[config.mk]
export PLATFORM = sky130hd
export DESIGN_NAME = ptg_top
export DESIGN_NICKNAME = d
export VERILOG_FILES = /design/src/ptg_pkg.sv /design/src/ptg_top.sv
export SDC_FILE = /design/constraint.sdc
export NUM_CORES = 1
export LEC_CHECK = 0
export BUFFER_PORTS_ARGS = -buffer_cell sky130_fd_sc_hd__buf_2
export CORE_ASPECT_RATIO = 1.5
export CORE_MARGIN = 2
export CORE_UTILIZATION = 35
export DETAILED_ROUTE_END_ITERATION = 10
export PLACE_DENSITY = 0.52
export SLEW_MARGIN = 20
export SYNTH_ARGS = -nofsm -noshare
export SYNTH_HDL_FRONTEND = slang
export SYNTH_SLANG_ARGS = --single-unit
[constraint.sdc]
create_clock -name sys_clk -period 2.4 [get_ports sys_clk]
set_input_delay 0.24 -clock sys_clk [delete_from_list [all_inputs] [get_ports sys_clk]]
set_output_delay 0.24 -clock sys_clk [all_outputs]
set_load 0.005 [all_outputs]
[src/ptg_pkg.sv]
package ptg_pkg;

  // Divider chain length
  localparam int unsigned PTG_STAGES = 18;

  // Synchroniser depth for the reference clock pin
  localparam int unsigned PTG_SYNC_STAGES = 2;

  // Register bus
  localparam int unsigned PTG_ADDR_W = 4;
  localparam int unsigned PTG_DATA_W = 8;
  localparam logic [PTG_ADDR_W-1:0] PTG_CTRL_ADDR = 4'h0;

  // Control register layout
  localparam int unsigned PTG_FLAG_BIT = 7;
  localparam int unsigned PTG_RATE_HI = 6;
  localparam int unsigned PTG_RATE_LO = 4;
  localparam int unsigned PTG_ACK_BIT = 3;
  localparam int unsigned PTG_IE_BIT = 2;
  localparam int unsigned PTG_RUN_BIT = 1;
  localparam int unsigned PTG_RATE_W = PTG_RATE_HI - PTG_RATE_LO + 1;
  localparam int unsigned PTG_TAP_W = 5;

  // Reset values
  localparam logic [PTG_DATA_W-1:0] PTG_CTRL_RESET = 8'h00;
  localparam logic [PTG_RATE_W-1:0] PTG_RATE_RESET = 3'h0;

  // Chain bit whose rising edge marks one period; divide ratio is 2^(tap+1):
  // 262144, 131072, 65536, 32768, 64, 32, 16, 8 for codes 0 to 7
  localparam logic [PTG_TAP_W-1:0] PTG_TAP [8] = '{
    5'h11, 5'h10, 5'h0f, 5'h0e, 5'h05, 5'h04, 5'h03, 5'h02
  };

endpackage

[src/ptg_top.sv]
`timescale 1ns/1ps

// Notes on behaviour
// - Chain of 18 stages advances on each synchronised reference clock rising edge.
// - Run enable low holds every chain stage at zero.
// - Chain starts advancing once run enable is written one.
// - Rising edge at the selected tap sets the period flag.
// - Interrupt request is raised while flag and interrupt enable are both set.
// - Writing one to acknowledge clears the flag; zero does nothing.
// - Acknowledge bit stores nothing and always reads zero.
// - First flag after enable at half period, later ones every full period.
// - Rate codes 0 to 7 divide by 262144 down to 8.
// - Reset clears interrupt enable.
// - Reset clears run enable, leaving the chain zeroed.
// - Flag is read only; only acknowledge clears it.
// - Clearing then setting run enable restarts the chain from zero.
// - In wait mode chain keeps running; register is locked from the CPU.
// - In stop mode with oscillator kept alive, chain and wake request run.
// - In stop mode without oscillator the chain idles; register locked.
module ptg_top
  import ptg_pkg::*;
(
  input wire logic sys_clk,
  input wire logic rst,
  input wire logic osc_ref_clock,
  input wire logic wait_mode,
  input wire logic stop_mode,
  input wire logic stop_osc_keep_running,
  input wire logic [PTG_ADDR_W-1:0] reg_addr,
  input wire logic [PTG_DATA_W-1:0] reg_wdata,
  input wire logic reg_wr,
  input wire logic reg_rd,
  output logic [PTG_DATA_W-1:0] reg_rdata,
  output logic period_irq
);

  logic [PTG_SYNC_STAGES-1:0] osc_sync_q;
  logic osc_last_q;
  logic [PTG_STAGES-1:0] chain_q;
  logic [PTG_STAGES-1:0] chain_d;
  logic [PTG_STAGES-1:0] chain_inc;
  logic run_q;
  logic run_d;
  logic ie_q;
  logic ie_d;
  logic flag_q;
  logic flag_d;
  logic [PTG_RATE_W-1:0] rate_q;
  logic [PTG_RATE_W-1:0] rate_d;
  logic [PTG_DATA_W-1:0] rdata_q;
  logic [PTG_DATA_W-1:0] rdata_d;
  logic irq_q;

  wire osc_rise;
  wire chain_alive;
  wire tick;
  wire [PTG_TAP_W-1:0] tap;
  wire tap_rise;
  wire cpu_open;
  wire addr_hit;
  wire wr_hit;
  wire rd_hit;
  wire ack;
  wire [PTG_DATA_W-1:0] ctrl_view;

  // Reference clock pin: two flops, then a third for edge detection
  always_ff @(posedge sys_clk or posedge rst)
  begin
    if (rst)
    begin
      osc_sync_q <= '0;
      osc_last_q <= 1'b0;
    end
    else
    begin
      osc_sync_q <= {osc_sync_q[PTG_SYNC_STAGES-2:0], osc_ref_clock};
      osc_last_q <= osc_sync_q[PTG_SYNC_STAGES-1];
    end
  end

  assign osc_rise = osc_sync_q[PTG_SYNC_STAGES-1] & ~osc_last_q;

  // Oscillator is gone in stop mode unless kept alive
  assign chain_alive = ~stop_mode | stop_osc_keep_running;
  assign tick = run_q & chain_alive & osc_rise;

  assign chain_inc = chain_q + {{(PTG_STAGES-1){1'b0}}, 1'b1};
  assign chain_d = !run_q ? '0 : (tick ? chain_inc : chain_q);

  // Rising edge of the tap bit: half period first, full period after
  assign tap = PTG_TAP[rate_q];
  assign tap_rise = tick & ~chain_q[tap] & chain_inc[tap];

  // CPU cannot reach the register in wait or stop mode
  assign cpu_open = ~wait_mode & ~stop_mode;
  assign addr_hit = reg_addr == PTG_CTRL_ADDR;
  assign wr_hit = reg_wr & cpu_open & addr_hit;
  assign rd_hit = reg_rd & cpu_open & addr_hit;
  assign ack = wr_hit & reg_wdata[PTG_ACK_BIT];

  // Set wins over acknowledge
  assign flag_d = tap_rise | (flag_q & ~ack);

  assign run_d = wr_hit ? reg_wdata[PTG_RUN_BIT] : run_q;
  assign ie_d = wr_hit ? reg_wdata[PTG_IE_BIT] : ie_q;
  assign rate_d = wr_hit ? reg_wdata[PTG_RATE_HI:PTG_RATE_LO] : rate_q;

  // Acknowledge and bit 0 always read zero
  assign ctrl_view = {flag_q, rate_q, 1'b0, ie_q, run_q, 1'b0};
  assign rdata_d = rd_hit ? ctrl_view : '0;

  always_ff @(posedge sys_clk or posedge rst)
  begin
    if (rst)
    begin
      run_q <= PTG_CTRL_RESET[PTG_RUN_BIT];
      ie_q <= PTG_CTRL_RESET[PTG_IE_BIT];
      flag_q <= PTG_CTRL_RESET[PTG_FLAG_BIT];
      rate_q <= PTG_RATE_RESET;
    end
    else
    begin
      run_q <= run_d;
      ie_q <= ie_d;
      flag_q <= flag_d;
      rate_q <= rate_d;
    end
  end

  always_ff @(posedge sys_clk or posedge rst)
  begin
    if (rst)
      chain_q <= '0;
    else
      chain_q <= chain_d;
  end

  // Request also serves as the stop mode wake source
  always_ff @(posedge sys_clk or posedge rst)
  begin
    if (rst)
    begin
      irq_q <= 1'b0;
      rdata_q <= '0;
    end
    else
    begin
      irq_q <= flag_q & ie_q;
      rdata_q <= rdata_d;
    end
  end

  assign reg_rdata = rdata_q;
  assign period_irq = irq_q;

  chain_zero_a: assert property (
    @(posedge sys_clk) disable iff (rst)
    !run_q |=> chain_q == '0)
    else $error("chain not zero while stopped");

  run_start_a: assert property (
    @(posedge sys_clk) disable iff (rst)
    wr_hit && reg_wdata[PTG_RUN_BIT] ##1 tick |=> chain_q != '0)
    else $error("chain did not advance after enable");

  flag_set_a: assert property (
    @(posedge sys_clk) disable iff (rst)
    tap_rise |=> flag_q ##1 (flag_q || $past(ack)))
    else $error("flag not set at tap overflow");

  irq_follow_a: assert property (
    @(posedge sys_clk) disable iff (rst)
    period_irq == $past(flag_q && ie_q))
    else $error("request does not follow flag and enable");

  ack_clear_a: assert property (
    @(posedge sys_clk) disable iff (rst)
    ack && !tap_rise |=> !flag_q ##1 !period_irq)
    else $error("acknowledge did not clear flag");

  ack_reads_zero_a: assert property (
    @(posedge sys_clk) disable iff (rst)
    rd_hit |=> !reg_rdata[PTG_ACK_BIT] && !reg_rdata[0]
      && reg_rdata[PTG_RUN_BIT] == $past(run_q))
    else $error("read word malformed");

  tap_phase_a: assert property (
    @(posedge sys_clk) disable iff (rst)
    tap_rise |-> chain_inc[tap]
      && (chain_inc & ((18'h0_0001 << tap) - 18'h0_0001)) == '0)
    else $error("period event off its tap phase");

  flag_ro_a: assert property (
    @(posedge sys_clk) disable iff (rst)
    wr_hit && !ack && !tap_rise |=> flag_q == $past(flag_q))
    else $error("write altered the flag");

  no_lose_a: assert property (
    @(posedge sys_clk) disable iff (rst)
    tap_rise && ack |=> flag_q)
    else $error("event lost under acknowledge");

  locked_a: assert property (
    @(posedge sys_clk) disable iff (rst)
    (wait_mode || stop_mode) |=> $stable(run_q) && $stable(ie_q)
      && $stable(rate_q) && reg_rdata == '0)
    else $error("register reached in low power mode");

  stop_idle_a: assert property (
    @(posedge sys_clk) disable iff (rst)
    stop_mode && !stop_osc_keep_running && run_q |=> $stable(chain_q))
    else $error("chain advanced with oscillator stopped");

endmodule

==> key figures <==
Status
  – Outcome: complete, no violations

Yosys
  – Synthesis-stage register bit count: 34
  – Avg Cell Area, Syn: 9.932 sq um
  – Synth warnings: 0
  – EDFF count, synth: 0
  – Post-synthesis sequential area ratio: 40.79%
  – Syn Std Cell Area: 2086 sq um
  – Predominant post-synthesis flop cell: dfrtp_1
  – Synth cell types: 51
  – Async set or reset register ratio after synthesis: 100.0%
  – Synth Instances: 210

Floorplanning
  – Core Area: 5786 sq um
  – DIE AREA: 6605 sq um
  – Die W: 67.03 microns
  – Initial Utilization: 36.05%
  – Die Y: 98.55 microns
  – FP Rows: 34
  – Io pins: 29

Placement
  – GPL Wtd Cong: 0.8340
  – Dpl cell area: 2346 sq um
  – DP HPWL: 3450 microns
  – PortBufs: 24

Layout
  – Fill cells: 616
  – Layout area overhead: 17.94%
  – Multi-input gate area: 1157 sq um
  – Share of cells above drive strength 1: 25.71%
  – Post-route cell area: 2460 sq um
  – Register area: 850.8 sq um
  – Core Util, Final: 42.52%
  – Nets: 267
  – Ant. Diodes: 0

STA
  – Final period utilization: 93.66%
  – Setup-failing EPs final: 0
  – RSZ-0062 raised after global routing: no
  – Final-report hold violation count: 0
  – Setup TNS: 0 ns
  – Min Hold Slack: 0.01658 ns
  – Final Max Tran Viols: 0
  – Final Critical Period: 2.248 ns
  – Fmax: 444.9 MHz
  – Worst-margin pin slew: 0.6118 ns
  – Setup Skew: 0.006529 ns
  – Worst slew margin: 59.22%

Setup path
  – R2R setup slack: 0.15 ns
  – CP Data Arrival Time: 2.47 ns
  – R2R depth: 7
  – Cells along the critical path: ha_1, and3_1, nand3_1, xor2_1, mux4_2, a221o_1, a22oi_2
  – Setup crit start kind: flop
  – Slowest cell on crit path: dfrtp_1
  – Crit Path Max Fanout: 6
  – Setup crit end kind: flop
  – Crit path required time: 2.62 ns
  – Setup CP Type: flop to flop
  – CP max stage delay: 0.45 ns
  – R2r endpoint: flag_q
  – Reg2reg start: chain_q[1]

Job
  – Max-cap violations: 0

Global routing
  – Vias in the first global route: 1,753
  – Gr ovfl total: 0
  – Initial antenna violation count: 0
  – Total track usage: 16.15%
  – Largest net degree at the start of global routing: 35
  – Wire length of the first global-routing pass: 8197 microns

Pwr
  – Peak supply drop: 0.2885 mV
  – Leak Pwr: 0.001045 uW
  – Total Power: 1322 uW
  – PD cells: 537.5 nW/um^2

Clock network
  – Post-CTS Resized: 0
  – TritonCTS Buffers: 5
  – TritonCTS clock tree: yes
  – Post-CTS Hold Buffers: 0
  – Clock Sinks: 34
  – CTS clk-pin slew, worst paths: 0.08 ns
  – Root Driver: clkbuf_8
  – CTS HTree Levels: 2
  – # Post-CTS Setup Buffers: 0
  – Worst-case clock buffer depth: 2
  – Worst-skew pair later-pin latency: 0.29 ns

Route
  – Vias per cell: 5.117
  – Drt initial violations: 73
  – Routed len/inst: 14.83 microns
  – DRT antenna net count: 0
  – DRC: 0
  – Vias: 1,622
  – Total wire length: 4701 microns
  – TritonRoute pass-1 iters: 4

Min path
  – Hold crit path type: primary input to async pin
## worst max-delay path: cells and delay by family, from the launching register on
| kind | cells | cell delay [ns] |
|---|---|---|
| adders and majority gates | 1 | 0.20 |
| and+or+nand+nor | 2 | 0.38 |
| AOI/OAI and AO/OA | 2 | 0.55 |
| DFF | 1 | 0.45 |
| muxes | 1 | 0.45 |
| xor gates and xnor gates | 1 | 0.15 |
## synth_stat cells (2+ instances only)
cell,number,area [sq um]
nand2_1,15,56.30
and4_1,2,17.52
nand3b_1,2,15.01
inv_1,6,22.52
o31a_1,2,17.52
or3_1,5,31.28
a221o_1,3,30.03
xor2_1,3,26.28
nand2b_1,2,12.51
a31oi_1,3,18.77
nand3_1,11,55.05
a21boi_0,6,45.04
nor2_1,10,37.54
dfrtp_1,34,850.8
buf_4,3,22.52
ha_1,3,37.54
nor2b_1,5,31.28
mux2_2,6,67.56
nor3_1,2,10.01
and3_1,3,18.77
nor4_1,2,12.51
buf_2,2,10.01
xnor2_1,14,122.6
and2_1,21,131.4
nand4_1,4,25.02
mux4_2,4,90.09
o21ai_0,7,35.03
a211oi_1,2,15.01
clkbuf_1,6,22.52
## cell families after synthesis
logic type	count (synthesis)	share of synthesized area (%)
xor gates and xnor gates	17	7.139
and+or+nand+nor	93	26.33
buffers and inverters	18	3.899
AOI/OAI and AO/OA	33	11.82
adders and majority gates	3	1.800
DFF	34	40.79
other	1	0.1798
muxes	11	8.038
## power breakdown
part           leakage (uW)  switching, uW  internal (uW)  total, uW
Clock             0.0000504            231            309        540
Sequential         0.000465           26.7            588        615
Combinational      0.000530           86.5           81.0        167
Total               0.00105            344            978       1320
## how the worst max path moves through the flow
stage / start / endpoint / depth (start not counted)
finish: chain_q[1] / flag_q / 7
global route: chain_q[1] / flag_q / 7
CTS: chain_q[1] / flag_q / 7
detailed placement: chain_q[1] / flag_q / 7
global placement: chain_q[1] / flag_q / 7
floorplan: chain_q[0] / flag_q / 7
## flip-flops by register name (all words and copies together), names as in the netlist
name and count:
chain_q 18, reg_rdata 6, rate_q 3, osc_sync_q 2
flag_q 1, ie_q 1, osc_last_q 1, period_irq 1
run_q 1
## layout by cell type (no fill, tap or decap), types with 3 or more instances in the layout
| cell | Yosys | final |
|---|---|---|
| clkbuf_8 | 0 | 5 |
| a221o_1 | 3 | 3 |
| a31oi_1 | 3 | 3 |
| mux4_2 | 4 | 4 |
| nor2_1 | 10 | 10 |
| xnor2_1 | 14 | 14 |
| and2_1 | 21 | 21 |
| ha_1 | 3 | 3 |
| buf_2 | 2 | 24 |
| dfrtp_1 | 34 | 34 |
| mux2_2 | 6 | 6 |
| inv_1 | 6 | 6 |
| a21boi_0 | 6 | 6 |
| nor2b_1 | 5 | 5 |
| nand4_1 | 4 | 4 |
| nand2_1 | 15 | 15 |
| buf_4 | 3 | 14 |
| and3_1 | 3 | 3 |
| xor2_1 | 3 | 3 |
| o21ai_0 | 7 | 7 |
| or3_1 | 5 | 5 |
| nand3_1 | 11 | 11 |
## cell type report
type / instances / share of cell area, %
repair buffers: 38 / 9.156
clock buffers: 5 / 2.798
inverters: 6 / 0.9156
well taps: 72 / 3.662
clock inverters: 3 / 1.831
flip-flops and latches: 34 / 34.59
multi-input cells: 159 / 47.05
## stage by stage
stage / worst slack (ns) / instances
after floorplan: 0.2586 / 211
after global placement: 0.1918 / 309
after detailed placement: 0.1910 / 309
after CTS: 0.1533 / 317
after global routing: 0.06183 / 317
final: 0.1522 / 317
## per-layer routing
metal / global-route usage (%) / vias up / share of wire, %
met5: 0 / - / 0
met4: 8.163 / 0 / 2.2
met3: 3.311 / 9 / 3.6
met2: 28.33 / 29 / 55
met1: 17.82 / 772 / 39
li1: - / 812 / -
(Power assumes the default switching activity.)
